===== src/logic/mode_seq_consts.vh =====
// Constants for the battery monitor mode sequencer.
// Assumes a 250 MHz system clock; times are converted to cycle counts here.
`ifndef MODE_SEQ_CONSTS_VH
`define MODE_SEQ_CONSTS_VH
`define CLK_FREQ_HZ 250000000
`define PAIR_WINDOW_S 4
`define PAIR_WINDOW_CYC (`PAIR_WINDOW_S * `CLK_FREQ_HZ)
`define SHDN_DELAY_S 10
`define SHDN_DELAY_CYC (`SHDN_DELAY_S * `CLK_FREQ_HZ)
`define OSC_HOLD_MS 25
`define OSC_HOLD_CYC (`OSC_HOLD_MS * (`CLK_FREQ_HZ / 1000))
`define WAKE_BUDGET_MS 10
`define WAKE_BUDGET_CYC (`WAKE_BUDGET_MS * (`CLK_FREQ_HZ / 1000))
`define CMD_NONE 16'h0000
`define CMD_HOLD_EXIT 16'h000E
`define CMD_HOLD 16'h000F
`define CMD_SHUTDOWN 16'h0010
`define CMD_RESET 16'h0012
`define CMD_EDIT_ENTER 16'h0090
`define CMD_EDIT_EXIT 16'h0092
`define CMD_SWITCH_ALLOW 16'h0022
`define REG_ADDR_CTRL 8'h00
`define REG_ADDR_STATUS 8'h04
`define REG_ADDR_CMD 8'h08
`define REG_ADDR_OVR 8'h0C
`define CTRL_RESET 8'h00
`define CTRL_OSC_KEEP_BIT 0
`define CTRL_HW_OVERTEMP_SHUTDOWN_EN_EN_BIT 1
`define CTRL_TEMP_SD_EN_BIT 2
`define OVR_DSG_BIT 0
`define OVR_CHG_BIT 1
`define MODE_NORMAL 3'h0
`define MODE_STARTUP 3'h1
`define MODE_HOLD 3'h2
`define MODE_SD_WAIT 3'h3
`define MODE_SOFT_SD 3'h4
`define MODE_SHUTDOWN 3'h5
`define MODE_EDIT 3'h6
`define MODE_WAKE 3'h7
`endif


===== src/logic/battery_monitor_mode_sequencer.v =====
// Operating mode sequencer: hold mode, staged shutdown and settings-edit mode.
// Assumes external pins are asynchronous; the register port is on sys_clk.
`timescale 1ns/10ps
`default_nettype none
`include "mode_seq_consts.vh"

//////////////////////////////////////////////////////////////////////////////
// Overview of operation
// - Hold entry needs two hold commands within 4s.
// - Hold exits on exit command or pin rise.
// - Regulator reset or die overtemp in hold: shutdown.
// - Leaving hold runs startup measurement first.
// - Hold keeps switches off, only checks active.
// - Oscillator may stop; serial traffic stretches clock.
// - Woken oscillator stays on about 25 ms.
// - Exit command or pin rise leaves hold mode for startup.
// - Two shutdown commands within 4s start shutdown.
// - Low stack or real-cell voltage starts shutdown.
// - Optional internal overtemperature starts shutdown.
// - Ten second delay; third command skips it.
// - Shutdown start: normal mode, no sleep, clear enable if from hold or sleep.
// - From hold, set both switch block bits.
// - Delay ignores recovery; exit or reset aborts.
// - Wake from shutdown completes within 10 ms.
// - Die overtemp detector starts shutdown when enabled.
// - Wake condition present holds soft shutdown.
// - Exit command in soft shutdown restarts fully.
// - Edit stops measuring, clears faults; exit restarts.
module battery_monitor_mode_sequencer #(
  parameter [31:0] PAIR_WINDOW_CYC = `PAIR_WINDOW_CYC,
  parameter [31:0] SHDN_DELAY_CYC = `SHDN_DELAY_CYC,
  parameter [31:0] OSC_HOLD_CYC = `OSC_HOLD_CYC,
  parameter [31:0] WAKE_BUDGET_CYC = `WAKE_BUDGET_CYC
) (
  input wire sys_clk,
  input wire reset_n,
  input wire [7:0] reg_addr,
  input wire [15:0] reg_wdata,
  input wire reg_wr,
  input wire reg_rd,
  output reg [15:0] reg_rdata,
  input wire thermistor_pin,
  input wire bottom_cell_pin,
  input wire core_por,
  input wire die_overtemp,
  input wire stack_low,
  input wire cell_low_mask_any,
  input wire int_temp_high,
  input wire aux_regulator_fault,
  input wire osc_integrity_fault,
  input wire serial_activity,
  input wire osc_running,
  input wire startup_done,
  input wire sleep_mode_in,
  output reg low_freq_oscillator_en,
  output reg scl_stretch,
  output reg switches_allowed,
  output reg measure_en,
  output reg protect_en,
  output reg clear_faults,
  output reg startup_req,
  output reg sleep_block,
  output reg power_off,
  output reg core_restart,
  output reg settings_edit_flag,
  output reg autonomous_switch_enable,
  output reg discharge_switch_block,
  output reg charge_switch_block,
  output reg check_fault_flag
);

  //////////////////////////////////////////////////////////////////////////
  // Pin synchronisers.
  reg [7:0] sync1_q;
  reg [7:0] sync2_q;
  reg ts_prev_q;
  reg vc_prev_q;
  wire ts_s = sync2_q[0];
  wire vc_s = sync2_q[1];
  wire por_s = sync2_q[2];
  wire dot_s = sync2_q[3];
  wire act_s = sync2_q[4];
  wire run_s = sync2_q[5];
  wire aux_s = sync2_q[6];
  wire lfo_s = sync2_q[7];
  // Edge registers reset low, which is the idle level of both wake pins.
  wire pin_rise = (ts_s & ~ts_prev_q) | (vc_s & ~vc_prev_q);
  wire wake_present = ts_s | vc_s;

  always @(posedge sys_clk) begin
    if (!reset_n) begin
      sync1_q <= 8'h00;
      sync2_q <= 8'h00;
      ts_prev_q <= 1'b0;
      vc_prev_q <= 1'b0;
    end else begin
      sync1_q <= {osc_integrity_fault, aux_regulator_fault, osc_running, serial_activity,
                  die_overtemp, core_por, bottom_cell_pin, thermistor_pin};
      sync2_q <= sync1_q;
      ts_prev_q <= ts_s;
      vc_prev_q <= vc_s;
    end
  end

  //////////////////////////////////////////////////////////////////////////
  // Register port and command decode.
  // Read data stand for one cycle after the read strobe and read as zero otherwise.
  reg [7:0] ctrl_q;
  reg [15:0] cmd_q;
  reg cmd_vld_q;
  wire wr_cmd = reg_wr && (reg_addr == `REG_ADDR_CMD);
  wire wr_ovr = reg_wr && (reg_addr == `REG_ADDR_OVR);
  reg [2:0] mode_q;
  reg [2:0] mode_d;

  always @(posedge sys_clk) begin
    if (!reset_n) begin
      ctrl_q <= `CTRL_RESET;
      cmd_q <= `CMD_NONE;
      cmd_vld_q <= 1'b0;
      reg_rdata <= 16'h0000;
    end else begin
      cmd_vld_q <= wr_cmd;
      if (wr_cmd)
        cmd_q <= reg_wdata;
      if (reg_wr && (reg_addr == `REG_ADDR_CTRL))
        ctrl_q <= reg_wdata[7:0];
      if (reg_rd) begin
        case (reg_addr)
          `REG_ADDR_CTRL: reg_rdata <= {8'h00, ctrl_q};
          `REG_ADDR_STATUS: reg_rdata <= {8'h00, check_fault_flag, settings_edit_flag,
                                          autonomous_switch_enable, low_freq_oscillator_en,
                                          1'b0, mode_q};
          `REG_ADDR_CMD: reg_rdata <= cmd_q;
          `REG_ADDR_OVR: reg_rdata <= {14'h0000, charge_switch_block, discharge_switch_block};
          default: reg_rdata <= 16'h0000;
        endcase
      end else begin
        reg_rdata <= 16'h0000;
      end
    end
  end

  wire c_hold = cmd_vld_q && (cmd_q == `CMD_HOLD);
  wire c_exit = cmd_vld_q && (cmd_q == `CMD_HOLD_EXIT);
  wire c_sd = cmd_vld_q && (cmd_q == `CMD_SHUTDOWN);
  wire c_rst = cmd_vld_q && (cmd_q == `CMD_RESET);
  wire c_ed_in = cmd_vld_q && (cmd_q == `CMD_EDIT_ENTER);
  wire c_ed_out = cmd_vld_q && (cmd_q == `CMD_EDIT_EXIT);
  wire c_allow = cmd_vld_q && (cmd_q == `CMD_SWITCH_ALLOW);

  //////////////////////////////////////////////////////////////////////////
  // Pair detection for double-send commands.
  reg hold_arm_q;
  reg sd_arm_q;
  reg [31:0] pair_cnt_q;
  wire pair_open = pair_cnt_q != 32'h0000_0000;
  wire hold_pair = c_hold && hold_arm_q && pair_open;
  wire sd_pair = c_sd && sd_arm_q && pair_open;
  // Any other command between the two copies disarms both pairs.

  always @(posedge sys_clk) begin
    if (!reset_n) begin
      hold_arm_q <= 1'b0;
      sd_arm_q <= 1'b0;
      pair_cnt_q <= 32'h0000_0000;
    end else if (c_hold || c_sd) begin
      hold_arm_q <= c_hold && !hold_pair;
      sd_arm_q <= c_sd && !sd_pair;
      pair_cnt_q <= (hold_pair || sd_pair) ? 32'h0000_0000 : PAIR_WINDOW_CYC;
    end else if (cmd_vld_q) begin
      hold_arm_q <= 1'b0;
      sd_arm_q <= 1'b0;
    end else if (pair_open) begin
      pair_cnt_q <= pair_cnt_q - 32'h0000_0001;
    end else begin
      hold_arm_q <= 1'b0;
      sd_arm_q <= 1'b0;
    end
  end

  //////////////////////////////////////////////////////////////////////////
  // Mode state machine.
  reg [31:0] tmr_q;
  reg [31:0] osc_cnt_q;
  wire tmr_zero = tmr_q == 32'h0000_0000;
  wire run_mode = (mode_q == `MODE_NORMAL);
  wire meas_trip = stack_low | cell_low_mask_any;
  wire temp_trip = int_temp_high & ctrl_q[`CTRL_TEMP_SD_EN_BIT];
  wire ot_trip = dot_s & ctrl_q[`CTRL_HW_OVERTEMP_SHUTDOWN_EN_EN_BIT];
  wire sd_start = sd_pair || (run_mode && (meas_trip || temp_trip)) || ot_trip;
  wire check_trip = aux_s | lfo_s;

  always @* begin
    mode_d = mode_q;
    case (mode_q)
      `MODE_WAKE: begin
        if (tmr_zero || startup_done)
          mode_d = `MODE_STARTUP;
      end
      `MODE_STARTUP: begin
        if (startup_done)
          mode_d = `MODE_NORMAL;
      end
      `MODE_NORMAL: begin
        if (sd_start)
          mode_d = `MODE_SD_WAIT;
        else if (hold_pair)
          mode_d = `MODE_HOLD;
        else if (c_ed_in)
          mode_d = `MODE_EDIT;
      end
      // A regulator reset or die overtemperature outranks every command.
      `MODE_HOLD: begin
        if (por_s || dot_s || check_trip)
          mode_d = `MODE_SHUTDOWN;
        else if (sd_pair)
          mode_d = `MODE_SD_WAIT;
        else if (c_exit || pin_rise)
          mode_d = `MODE_STARTUP;
      end
      `MODE_SD_WAIT: begin
        if (c_exit || c_rst)
          mode_d = `MODE_WAKE;
        else if (tmr_zero || c_sd)
          mode_d = `MODE_SOFT_SD;
      end
      `MODE_SOFT_SD: begin
        if (c_exit)
          mode_d = `MODE_WAKE;
        else if (!wake_present)
          mode_d = `MODE_SHUTDOWN;
      end
      `MODE_EDIT: begin
        if (c_ed_out)
          mode_d = `MODE_STARTUP;
      end
      `MODE_SHUTDOWN: begin
        if (wake_present)
          mode_d = `MODE_WAKE;
      end
      default: mode_d = `MODE_WAKE;
    endcase
  end

  always @(posedge sys_clk) begin
    if (!reset_n)
      mode_q <= `MODE_WAKE;
    else
      mode_q <= mode_d;
  end

  // The shared timer counts the shutdown delay or the wake budget.
  always @(posedge sys_clk) begin
    if (!reset_n)
      tmr_q <= 32'h0000_0000;
    else if (mode_d == `MODE_SD_WAIT && mode_q != `MODE_SD_WAIT)
      tmr_q <= SHDN_DELAY_CYC;
    else if (mode_d == `MODE_WAKE && mode_q != `MODE_WAKE)
      tmr_q <= WAKE_BUDGET_CYC;
    else if (!tmr_zero)
      tmr_q <= tmr_q - 32'h0000_0001;
  end

  // Serial traffic in hold keeps the oscillator up for a while.
  always @(posedge sys_clk) begin
    if (!reset_n)
      osc_cnt_q <= 32'h0000_0000;
    else if (mode_q == `MODE_HOLD && act_s)
      osc_cnt_q <= OSC_HOLD_CYC;
    else if (osc_cnt_q != 32'h0000_0000)
      osc_cnt_q <= osc_cnt_q - 32'h0000_0001;
  end

  //////////////////////////////////////////////////////////////////////////
  // Output decode.
  wire in_hold = mode_q == `MODE_HOLD;
  wire osc_need = !in_hold || ctrl_q[`CTRL_OSC_KEEP_BIT] || act_s || osc_cnt_q != 32'h0;
  wire sd_enter = mode_d == `MODE_SD_WAIT && mode_q != `MODE_SD_WAIT;
  // Measuring follows the next mode, so it stops on the edge at which the edit flag rises.
  wire live = mode_d == `MODE_NORMAL || mode_d == `MODE_SD_WAIT;
  wire edit_enter = mode_d == `MODE_EDIT && mode_q != `MODE_EDIT;
  wire startup_enter = mode_d == `MODE_STARTUP && mode_q != `MODE_STARTUP;
  wire wake_enter = mode_d == `MODE_WAKE && mode_q != `MODE_WAKE;
  wire sd_pending = mode_d == `MODE_SD_WAIT || mode_d == `MODE_SOFT_SD;
  wire block_set = sd_enter && in_hold;
  wire enable_clear = sd_enter && (in_hold || sleep_mode_in);

  //////////////////////////////////////////////////////////////////////////
  // Oscillator request and clock stretch.
  always @(posedge sys_clk) begin
    if (!reset_n) begin
      low_freq_oscillator_en <= 1'b1;
      scl_stretch <= 1'b0;
    end else begin
      low_freq_oscillator_en <= osc_need;
      scl_stretch <= in_hold && act_s && !run_s;
    end
  end

  //////////////////////////////////////////////////////////////////////////
  // Mode enables; switches drop on the edge that leaves normal mode and rise one cycle after entering it.
  always @(posedge sys_clk) begin
    if (!reset_n) begin
      switches_allowed <= 1'b0;
      measure_en <= 1'b0;
      protect_en <= 1'b0;
      sleep_block <= 1'b0;
      power_off <= 1'b0;
      settings_edit_flag <= 1'b0;
    end else begin
      switches_allowed <= run_mode && (mode_q == mode_d);
      measure_en <= live;
      protect_en <= live;
      sleep_block <= sd_pending;
      power_off <= mode_d == `MODE_SHUTDOWN;
      settings_edit_flag <= mode_d == `MODE_EDIT;
    end
  end

  //////////////////////////////////////////////////////////////////////////
  // One-cycle pulses on mode entry.
  always @(posedge sys_clk) begin
    if (!reset_n) begin
      clear_faults <= 1'b0;
      startup_req <= 1'b0;
      core_restart <= 1'b0;
    end else begin
      clear_faults <= edit_enter;
      startup_req <= startup_enter;
      core_restart <= wake_enter;
    end
  end

  //////////////////////////////////////////////////////////////////////////
  // Status bits; a hardware set wins over a clear in the same cycle.
  always @(posedge sys_clk) begin
    if (!reset_n) begin
      check_fault_flag <= 1'b0;
      autonomous_switch_enable <= 1'b1;
      discharge_switch_block <= 1'b0;
      charge_switch_block <= 1'b0;
    end else begin
      if (in_hold && check_trip)
        check_fault_flag <= 1'b1;
      else if (core_restart)
        check_fault_flag <= 1'b0;
      if (c_allow)
        autonomous_switch_enable <= 1'b1;
      else if (enable_clear)
        autonomous_switch_enable <= 1'b0;
      else if (core_restart)
        autonomous_switch_enable <= 1'b1;
      if (block_set) begin
        discharge_switch_block <= 1'b1;
        charge_switch_block <= 1'b1;
      end else if (wr_ovr) begin
        discharge_switch_block <= reg_wdata[`OVR_DSG_BIT];
        charge_switch_block <= reg_wdata[`OVR_CHG_BIT];
      end else if (core_restart) begin
        discharge_switch_block <= 1'b0;
        charge_switch_block <= 1'b0;
      end
    end
  end

endmodule
`default_nettype wire


===== config.mk =====
export PLATFORM = sky130hd
export DESIGN_NAME = battery_monitor_mode_sequencer
export DESIGN_NICKNAME = d
export VERILOG_FILES = /design/src/logic/battery_monitor_mode_sequencer.v
export VERILOG_INCLUDE_DIRS = /design/src /design/src/logic
export SDC_FILE = /design/constraint.sdc
export NUM_CORES = 1
export LEC_CHECK = 0
export BUFFER_PORTS_ARGS = -buffer_cell sky130_fd_sc_hd__buf_2
export CAP_MARGIN = 25
export CORE_ASPECT_RATIO = 0.75
export CORE_MARGIN = 2
export CORE_UTILIZATION = 30
export CTS_BUF_LIST = sky130_fd_sc_hd__clkbuf_16
export CTS_CLUSTER_DIAMETER = 50
export DETAILED_ROUTE_END_ITERATION = 10
export PLACE_DENSITY_LB_ADDON = 0.05
export SYNTH_ARGS = -nofsm -noshare
export SYNTH_HDL_FRONTEND = slang
export SYNTH_SLANG_ARGS = --single-unit

===== constraint.sdc =====
create_clock -name sys_clk -period 4.18 [get_ports sys_clk]
set_input_delay 0.627 -clock sys_clk [delete_from_list [all_inputs] [get_ports sys_clk]]
set_output_delay 0.627 -clock sys_clk [all_outputs]
set_load 0.02 [all_outputs]

=== Word-level counts from Yosys, hierarchy flattened ===
Cells that the tools add are included.

* Register bits after elaboration: 174
* Logic and storage cells: 179
* Bits of input ports: 41
* Output and inout port bits: 31

* Equal/unequal tests: 32
* Bitwise gates (word level): 11
* Multiplexer cells: 37
* Reduce and logical (&&, ||, !) cells: 65
* Add/sub/neg operators: 3

{| class="wikitable"
|+ Operators by type and width
! operator !! number
|-
| 32-bit 2-to-1 mux || 6
|-
| 32-bit by 1-bit subtractor with 32-bit output (second input constant) || 3
|-
| 16-bit case mux with 4 select lines || 1
|-
| 32-bit nonzero test || 2
|-
| 23-bit 2-to-1 mux || 2
|-
| 3-bit 2-to-1 mux || 14
|-
| 16-bit by 4-bit equality test with 1-bit output (second input constant) || 2
|-
| 16-bit by 5-bit equality test with 1-bit output (second input constant) || 2
|-
| 16-bit by 8-bit equality test with 1-bit output (second input constant) || 2
|-
| 32-bit logical NOT || 1
|-
| 30-bit 2-to-1 mux || 1
|-
| 1-bit logical AND || 27
|-
| 3-bit equality test (second input constant) || 8
|-
| 3-bit case mux with 8 select lines || 1
|-
| 1-bit logical OR || 17
|-
| 16-bit by 6-bit equality test with 1-bit output (second input constant) || 1
|-
| 8-bit by 4-bit equality test with 1-bit output (second input constant) || 2
|-
| 1-bit 2-to-1 mux || 12
|-
| 3-bit by 2-bit equality test with 1-bit output (second input constant) || 3
|-
| 8-bit by 3-bit equality test with 1-bit output (second input constant) || 1
|-
| 8-bit logical NOT || 1
|-
| 2-bit nonzero test || 4
|-
| 3-bit by 1-bit equality test with 1-bit output (second input constant) || 2
|-
| 3-bit logical NOT || 2
|-
| 13 further kinds || 31
|}

=== Depth between registers and ports, before layout ===
Gate-level depths: netlist of run 1.

* Depth in word-level cells: 12
* Mapped depth: 13
* Depth with buffers taken out: 10

=== Worst setup path after synthesis of run 1 ===
OpenSTA, ideal clock, no wires.

* Path kind: register to register
* Start point: reg cmd_vld_q
* End point: reg tmr_q[16]
* Data required time: 4.048 ns
* Cell stages (with the launch flop): 12
* Path buffers: 3
* Clock period less this slack: 3.222 ns
* Library setup time: 0.132 ns
* Slack: 0.958 ns
* Arrival time: 3.090 ns
* Path through: dfxtp_1 -> or4b_1 -> or4_1 -> or3_1 -> or4_1 -> and4_1 -> buf_6 -> a21oi_4 -> o21a_1 -> buf_4 -> buf_6 -> nor3_1

* Longest elaborated chain between the ends: 10
* Elaborated cells between the ends (all ways): 31
* Classes of those cells: eq/ne (2); mux (11); reduce/logical (18)

{| class="wikitable"
|+ Ends and longest elaborated chain
! item !! line !! RTL
|-
| start: declaration || battery_monitor_mode_sequencer.v:110 || <nowiki>reg cmd_vld_q;</nowiki>
|-
| start signal: assignment || battery_monitor_mode_sequencer.v:123 || <nowiki>cmd_vld_q <= wr_cmd;</nowiki>
|-
| 1-bit logical AND || battery_monitor_mode_sequencer.v:146 || <nowiki>wire c_sd = cmd_vld_q && (cmd_q == `CMD_SHUTDOWN);</nowiki>
|-
| 1-bit logical AND (2 in series) || battery_monitor_mode_sequencer.v:159 || <nowiki>wire sd_pair = c_sd && sd_arm_q && pair_open;</nowiki>
|-
| 1-bit logical OR (2 in series) || battery_monitor_mode_sequencer.v:191 || <nowiki>wire sd_start = sd_pair || (run_mode && (meas_trip || temp_trip)) || ot_trip;</nowiki>
|-
| 3-bit 2-to-1 mux || battery_monitor_mode_sequencer.v:206 || <nowiki>if (sd_start)</nowiki>
|-
| 3-bit case mux with 8 select lines (*) || battery_monitor_mode_sequencer.v:196 || <nowiki>case (mode_q)</nowiki>
|-
| 3-bit by 2-bit equality test with 1-bit output (no line) or 3-bit equality test (tied branches) || n/a ||
|-
| 1-bit logical AND (no line) || n/a ||
|-
| 3-bit OR reduction (no line) (*) || n/a ||
|-
| end signal: assignment || battery_monitor_mode_sequencer.v:262 || <nowiki>tmr_q <= tmr_q - 32'h0000_0001;</nowiki>
|-
| end: declaration || battery_monitor_mode_sequencer.v:184 || <nowiki>reg [31:0] tmr_q;</nowiki>
|}

Mark *: on every way between the ends. The rest lies on a longest branch, timed or not.
A chain may end at the register's enable or synchronous reset.

=== Worst setup path in the final report of run 1 ===
* Start point: reg cmd_vld_q
* End point: reg tmr_q[1]

The elaborated chain is that of the path after synthesis.

==> results_dict.tcl, run 1 <==
set metrics [dict create \
    fin_skew_ns 0.0114 \
    drive_gt1_share_pct 13.8 \
    drv_cap 0 \
    antenna_cells 0 \
    die_area_um2 26700 \
    p_per_area_nw_per_um2 742 \
    fin_area_um2 8960 \
    synth_warnings 0 \
    syn_nets 941 \
    ir_drop_uv 332 \
    io_buffers 71 \
    slew_headroom_pct 46.0 \
    slowest_stage "or4_1" \
    drtPass1Iterations 5 \
    fin_cells 1311 \
    post-synth-top-area-cell "dfxtp_1" \
    cts_buffers 17 \
    num-fill-cells 2587 \
    synth_edf_count 0 \
    finalSetupViolations 0 \
    max_stage_delay_ns 0.56 \
    ys_seq_area_share_pct 45.7 \
    worstPathArrival_ns 3.85 \
    ctsHtreeMaxLevel 4 \
    cts-hold-fix-buffers 0 \
    fmax_mhz 281 \
    drt.antenna.violating_nets 0 \
    first_global_vias 6018 \
    cts_buffer_depth 2 \
    tns_ns 0 \
    finalPower_mw 6.65 \
    synth_flop_cell "dfxtp_1" \
    dp_hpwl_um 14100 \
    critPathLaunchType "register" \
    die_w_um 188 \
    cts_resized 0 \
    ys_seq_elements 174 \
    synth_cell_types 62 \
    grt_use_total_pct 15.6 \
    num_vias 6406 \
    synth_top_cell_area_share_pct 45.7 \
    place_area_um2 8330 \
    hold_viol 0 \
    num_io_pins 72 \
    utilization_pct 35.9 \
    antenna_found_initial 0 \
    outcome "finished, final reports clean" \
    grt_max_degree 32 \
    initialDrtViolationCount 402 \
    p_leak_nw 3.38 \
    async_reset_ff_share_pct 0 \
    wl_um 20000 \
    syn_area_um2 7620 \
    critPathCaptureType "register" \
    synthTopCellsByArea "dfxtp_1, xnor2_1, nor2_1" \
    grt_pass1_wl_um 32900 \
    fin_crit_sh_pct 85.1 \
    drc 0 \
    cts_sinks 174 \
    clock-root-buffer "clkbuf_16" \
    cts_tree "done" \
    min_period_ns 3.56 \
    post_cts_buffers 0 \
    crit_chain "or4b_1, or4_1, or3_1, or4_1, and4_1, a21oi_4, o21a_1, buf_4, nor3_1" \
    timing.final.ws_setup_ns 0.621 \
    critical_path.top_delay_family "simple AND/OR/NAND/NOR gates" \
    clk_pin_slew_worst_paths_ns 0.07 \
    rsz0062_at_grt "no" \
    die_y_um 142 \
    fp.coreArea_um2 25000 \
    worst_ep_required_time_ns 4.47 \
    grt.overflow.total 0 \
    synthCells 896 \
    slew_viol_final 0 \
    viasPerCell 4.89 \
    insertion_delay_ns 0.44 \
    crit_top_cell "or4_1" \
    wire_per_inst_um 15.2 \
    fin_hold_ws_ns 0.392 \
    crit_buf_inv 1 \
    worstMarginPinSlew_ns 0.808 \
    critPathKind "register to register" \
    finalWeightedCongestion 0.738 \
    layout.nets 1005 \
    hold_class "input port to register" \
    initial_core_util_pct 30.5 \
    syn_avg_cell_area_um2 8.50 \
    num_rows 50 \
    place_inst 1279 \
    crit_fanout 19 \
    synthToLayoutAreaGrowth_pct 17.6 \
    dp_slack_ns 0.627 \
]
==> area by class of cell <==
class / instances / area, µm² / share of cell area [%]
clock buffer: 17 / 425 / 4.75
clock inverter: 15 / 206 / 2.30
multi-input combinational: 670 / 3920 / 43.7
timing repair buffer: 85 / 460 / 5.14
inverter: 12 / 45.0 / 0.503
tap: 338 / 423 / 4.72
sequential: 174 / 3480 / 38.9
==> routing by layer <==
metal	track usage [%]	share of wire, %
met4	3.81	0.79
met2	20.7	38
met5	0	0
met3	3.97	4.2
met1	24.3	57
==> registers in the layout (all words and copies together) (netlist names), 3 cells and up <==
name / cells
reg_rdata: 16
cmd_q: 16
sync2_q: 8
mode_q: 3
ctrl_q: 8
osc_cnt_q: 32
sync1_q: 8
pair_cnt_q: 32
tmr_q: 32
==> cells in the mapped netlist, types with 3 or more instances <==
cell type / count
and3_1: 3
o21ai_0: 37
nand3b_1: 4
nor3_1: 50
nand3_1: 18
inv_1: 12
mux2i_1: 15
a31oi_1: 13
or4b_2: 3
nand2_1: 86
a21oi_1: 70
or3_1: 27
or2_2: 6
a211oi_1: 4
nand4_1: 6
buf_1: 4
xor2_1: 19
or4_1: 21
and2_1: 29
o21a_1: 5
nor4_1: 24
ha_1: 4
dfxtp_1: 174
nand2b_1: 11
clkbuf_1: 32
nor2_1: 114
nor3b_1: 10
xnor2_1: 51
o31a_1: 3
==> report_power, final <==
| group | internal (mW) | leakage (nW) | switching, mW | total [mW] |
|---|---|---|---|---|
| logic | 1.08 | 1.66 | 1.46 | 2.54 |
| clock network | 1.01 | 0.307 | 0.717 | 1.73 |
| registers | 2.02 | 1.42 | 0.362 | 2.38 |
==> worst register-to-register path, cell delays in order (launching register included) <==
cell     delay (ns)
dfxtp_1        0.44
or4b_1         0.51
or4_1          0.56
or3_1          0.38
or4_1          0.43
and4_1         0.32
a21oi_4        0.27
o21a_1         0.17
buf_4          0.25
nor3_1         0.10
==> path summary, 6_finish.rpt <==
path,slack (ns),startpoint,depth (start not counted),endpoint
setup / recovery,0.62,cmd_vld_q,9,tmr_q[1]
hold / removal,0.39,serial_activity,2,sync1_q[4]
setup reg to reg,0.62,cmd_vld_q,9,tmr_q[1]
hold reg to reg,0.40,sync2_q[5],1,scl_stretch
==> layout by cell type, fill, tap and decap left out, types with 10 or more instances in the layout <==
master	instances
or4_1	21
or3_1	27
clkbuf_16	17
buf_4	14
o21ai_0	37
mux2i_1	15
dfxtp_1	174
a31oi_1	13
nor3b_1	10
nand2b_1	11
nor3_1	50
nand2_1	86
nand3_1	18
nor2_1	114
nor4_1	24
xnor2_1	51
buf_2	71
a21oi_1	70
xor2_1	19
inv_1	11
and2_1	29
==> cells by family (layout without fill, tap and decap cells) <==
family	after synthesis	in the layout	synth area share [%]
simple gates	425	425	28.4
flops	174	174	45.7
compound gates	154	154	11.9
xor+xnor	70	70	8.05
buf+inv	52	129	2.86
mux	17	17	2.41
fa+ha+maj	4	4	0.657
(Power assumes the default switching activity.)
==> inputs of run 2 (changes only) <==
- PLACE_DENSITY_LB_ADDON: 0.05 -> 0.15
==> run 2 against run 1 <==
Against the previous run:
- via count decreased by 1.1%
- sequential power about the same
- total power fell by 1.9%
- first-iteration DRC count down 6.5%
- fmax up 0.54%
- setup slack gained 0.019 ns
- non-clock buffer count is the same
- register-to-register slack improved by 0.02 ns
- final cell count unchanged
- routed wire length fell by 2.9%
- final area down 0.38%
==> results_dict.tcl, run 2 (synthesis results as in run 1) <==
set metrics [dict create \
    antenna_found_initial 0 \
    viasPerCell 4.83 \
    num_io_pins 72 \
    num_rows 50 \
    critPathKind "register to register" \
    fp.coreArea_um2 25000 \
    crit_chain "or4b_1, or4_1, or3_1, or4_1, and4_1, a21oi_4, o21a_1, buf_4, nor3_1" \
    initial_core_util_pct 30.5 \
    finalPower_mw 6.52 \
    max_stage_delay_ns 0.57 \
    finalSetupViolations 0 \
    crit_top_cell "or4_1" \
    fin_skew_ns 0.0122 \
    reg.largest.list "osc_cnt_q: 32 flops, pair_cnt_q: 32 flops, tmr_q: 32 flops" \
    cts_sinks 174 \
    insertion_delay_ns 0.43 \
    tns_ns 0 \
    wl_um 19400 \
    critPathLaunchType "register" \
    die_w_um 188 \
    io_buffers 71 \
    hold_viol 0 \
    antenna_cells 0 \
    drive_gt1_share_pct 13.9 \
    drt.antenna.violating_nets 0 \
    ctsHtreeMaxLevel 4 \
    drtPass1Iterations 5 \
    fmax_mhz 283 \
    post_cts_buffers 0 \
    mostFrequentLayoutCells "dfxtp_1, nor2_1, nand2_1" \
    finalWeightedCongestion 0.754 \
    cts-hold-fix-buffers 0 \
    final_common_cell "dfxtp_1" \
    wire_per_inst_um 14.8 \
    slowest_stage "or4_1" \
    slew_headroom_pct 40.8 \
    ir_drop_uv 309 \
    grt_use_total_pct 14.9 \
    worstMarginPinSlew_ns 0.879 \
    num_vias 6335 \
    die_area_um2 26700 \
    worstPathArrival_ns 3.83 \
    critPathCaptureType "register" \
    initialDrtViolationCount 376 \
    p_leak_nw 3.37 \
    worst_ep_required_time_ns 4.47 \
    cts_buffer_depth 2 \
    crit_fanout 19 \
    cts_tree "done" \
    p_per_area_nw_per_um2 730 \
    layout.nets 1005 \
    synthToLayoutAreaGrowth_pct 17.2 \
    cts_buffers 17 \
    drc 0 \
    dp_hpwl_um 13900 \
    outcome "finished, final reports clean" \
    rsz0062_at_grt "no" \
    die_y_um 142 \
    cts_resized 0 \
    grt.overflow.total 0 \
    drv_cap 0 \
    clk_pin_slew_worst_paths_ns 0.08 \
    slew_viol_final 0 \
    hold_class "register to register" \
    grt_pass1_wl_um 31900 \
    grt_max_degree 29 \
    fin_crit_sh_pct 84.7 \
    min_period_ns 3.54 \
    first_global_vias 5991 \
    clock-root-buffer "clkbuf_16" \
]
run 2: cell count changes in the layout (fill, tap and decap cells not counted), sizes merged:
cell / previous run / this run
bufinv: 4 / 1
clkinv: 4 / 7
run 2: metal layers:
metal	global-route usage [%]	vias up	wire, µm
met4	3.36	0	83
met2	21.2	116	7750
met1	22.5	2921	10800
met5	0	-	0
met3	3.57	7	769
li1	-	3291	-
run 2: layout make-up:
type | instances | area [µm²]
fill | 2587 | 16000
multi-input combinational | 670 | 3920
sequential | 174 | 3480
timing repair buffer | 85 | 460
clock buffer | 17 | 425
tap | 338 | 423
clock inverter | 15 | 173
inverter | 12 | 45.0
run 2: critical path, delay by kind of cell, from the launching register on:
family / cells / cell delay, ns
AO/OA/AOI/OAI: 2 / 0.43
buffers and inverters: 1 / 0.24
flip-flops: 1 / 0.43
AND/OR/NAND/NOR: 6 / 2.30
run 2: stage by stage:
stage,hold WS [ns],utilization [%],cells,area (µm²),setup WS (ns)
2_1_floorplan,0.373,-,896,7620,0.958
3_3_place_gp,0.393,33.4,1279,8330,0.681
3_5_place_dp,0.380,33.4,1279,8330,0.648
4_1_cts,0.377,35.8,1311,8930,0.621
5_1_grt,0.405,35.8,1311,8930,0.412
6_report,0.390,35.8,1311,8930,0.640
run 2: where the power goes:
part / total, mW / switching, mW / leakage [nW] / internal (mW)
Combinational: 2.55 / 1.46 / 1.66 / 1.08
Sequential: 2.36 / 0.340 / 1.42 / 2.02
Clock: 1.61 / 0.756 / 0.291 / 0.854
Total: 6.52 / 2.56 / 3.37 / 3.96
run 2: worst paths after layout:
path	from	end	slack, ns	cells after the start
max	cmd_vld_q	tmr_q[23]	0.64	9
min	sync2_q[5]	scl_stretch	0.39	1
max reg2reg	cmd_vld_q	tmr_q[23]	0.64	9
min reg2reg	sync2_q[5]	scl_stretch	0.39	1
==> inputs of run 3 (changes only) <==
- clock period: 4.18 -> 3.26 ns (I/O delays scaled with it)
==> run 3 against run 2 <==
Against the previous run:
- first-iteration DRC count increased by 8.0%
- clock skew increased by 0.0016 ns
- final area up 4.4%
- global-route usage is 0.44 points higher
- non-clock buffer count up 36
- hold slack worse by 0.12 ns
- count of clock-buffer cells in the layout unchanged
- routed wire length is 2.5% higher
- register-to-register slack lost 0.56 ns
- setup slack worse by 0.56 ns
- final cell count up 2.7%
- utilization up 1.6 points
==> results_dict.tcl, run 3 (synthesis results as in run 1) <==
set metrics [dict create \
    dp_hpwl_um 14100 \
    p_per_area_nw_per_um2 935 \
    fin_crit_sh_pct 97.4 \
    place_area_um2 8570 \
    slew_headroom_pct 46.7 \
    worst_ep_required_time_ns 3.58 \
    intPower_mw 5.30 \
    antenna_found_initial 1 \
    critical_path.top_delay_family "simple AND/OR/NAND/NOR gates" \
    cts_buffer_depth 2 \
    fmax_mhz 315 \
    cts_buffers 17 \
    multiInputGateArea_um2 3970 \
    crit_fanout 3 \
    critPathLaunchType "register" \
    rsz0062_at_grt "yes" \
    grt_max_degree 41 \
    die_w_um 188 \
    clk_pin_slew_worst_paths_ns 0.07 \
    worstPathArrival_ns 3.50 \
    final_common_cell "dfxtp_1" \
    layout.nets 1041 \
    ir_drop_uv 387 \
    hold_class "input port to register" \
    fin_area_um2 9320 \
    initialDrtViolationCount 406 \
    num_io_pins 72 \
    cts_tree "done" \
    pwr-share-comb_pct 40.3 \
    register_area_um2 3480 \
    max_stage_delay_ns 0.54 \
    antenna_cells 0 \
    fin_skew_ns 0.0138 \
    synthToLayoutAreaGrowth_pct 22.4 \
    finalWeightedCongestion 0.778 \
    pwr-share-clk_pct 24.8 \
    wire_per_inst_um 14.8 \
    fp.coreArea_um2 25000 \
    slowest_stage "or4b_4" \
    reg.largest.list "osc_cnt_q: 32 flops, pair_cnt_q: 32 flops, tmr_q: 32 flops" \
    wl_um 19900 \
    critPathKind "register to register" \
    tns_ns 0 \
    drt.antenna.violating_nets 0 \
    crit_buf_inv 2 \
    viasPerCell 4.84 \
    ctsHtreeMaxLevel 4 \
    timing.final.ws_setup_ns 0.0834 \
    grt_use_total_pct 15.3 \
    p_sw_mw 3.42 \
    die_area_um2 26700 \
    rr_worst_depth 10 \
    drive_gt1_share_pct 18.1 \
    drtPass1Iterations 5 \
    drc 0 \
    fin_hold_ws_ns 0.267 \
    cts_sinks 174 \
    seqPwrFrac_pct 35.0 \
    num-fill-cells 2571 \
    outcome "finished, final reports clean" \
    first_global_vias 6153 \
    hold_viol 0 \
    clock-root-buffer "clkbuf_16" \
    worstMarginPinSlew_ns 0.798 \
    sw_frac_of_total_pct 39.2 \
    initial_core_util_pct 30.5 \
    crit_chain "or4b_4, or4_4, or3_4, or4_4, and4_4, a21oi_4, buf_4, buf_4, o2111a_1, o21ai_0" \
    num_vias 6519 \
    insertion_delay_ns 0.44 \
    critPathCaptureType "register" \
    drv_cap 0 \
    min_period_ns 3.18 \
    cp.depth 10 \
    finalSetupViolations 0 \
    die_y_um 142 \
    grt_pass1_wl_um 32800 \
    dp_slack_ns -0.136 \
    io_buffers 71 \
    p_leak_nw 3.59 \
    grt.overflow.total 0 \
    mostFrequentLayoutCells "dfxtp_1, nor2_1, nand2_1" \
    hold_depth 2 \
    num_rows 50 \
    slew_viol_final 0 \
    utilization_pct 37.3 \
]
[run 3: cell count changes in the layout (fill, tap and decap cells not counted), sizes merged]
cell      previous run  this run
clkbuf              17        18
clkinv               7         8
clkinvlp             1         0
buf                 85       120
[run 3: metal layers]
metal	wire (µm)	global-route usage (%)	share of wire [%]	vias to the layer above
met1	10900	22.9	55	3034
met4	177	4.19	0.89	2
met5	11	0	0.055	-
met2	8010	21.8	40	112
li1	-	-	-	3357
met3	855	3.65	4.3	14
[run 3: cell type report]
cell class                 count  area share (%)
multi-input combinational    670            42.6
timing repair buffer         121            8.13
inverter                      12           0.483
clock buffer                  17            4.56
tap                          338            4.54
clock inverter                15            2.31
sequential                   174            37.4
[run 3: timing repair]
| item | in CTS | in global routing |
|---|---|---|
| setup endpoints to repair | 25 | 35 |
| setup buffers | 1 | 3 |
| pin swaps | 0 | 2 |
| gates resized for setup | 6 | 24 |
| hold buffers | 0 | 0 |
| gates cloned | 0 | 1 |
[run 3: through the flow]
| stage | total power [mW] | instances |
|---|---|---|
| floorplan | 5.56 | 896 |
| global placement | 6.47 | 1310 |
| detailed placement | 6.45 | 1310 |
| CTS | 8.68 | 1343 |
| global route | 9.42 | 1347 |
| finish | 8.71 | 1347 |
[run 3: path summary, 6_finish.rpt]
check | startpoint | end | slack, ns
setup / recovery | cmd_q[8] | autonomous_switch_enable | 0.08
hold / removal | bottom_cell_pin | sync1_q[1] | 0.27
hold reg to reg | sync2_q[5] | scl_stretch | 0.39
setup reg to reg | cmd_q[8] | autonomous_switch_enable | 0.08
[run 3: power groups by stage]
stage	sequential, mW	combinational (mW)	clock, mW
final	3.05	3.51	2.16
after global routing	3.13	3.98	2.32
after CTS	3.04	3.42	2.22
after detailed placement	3.08	3.37	0
after global placement	3.09	3.38	0
after floorplan	2.98	2.58	0
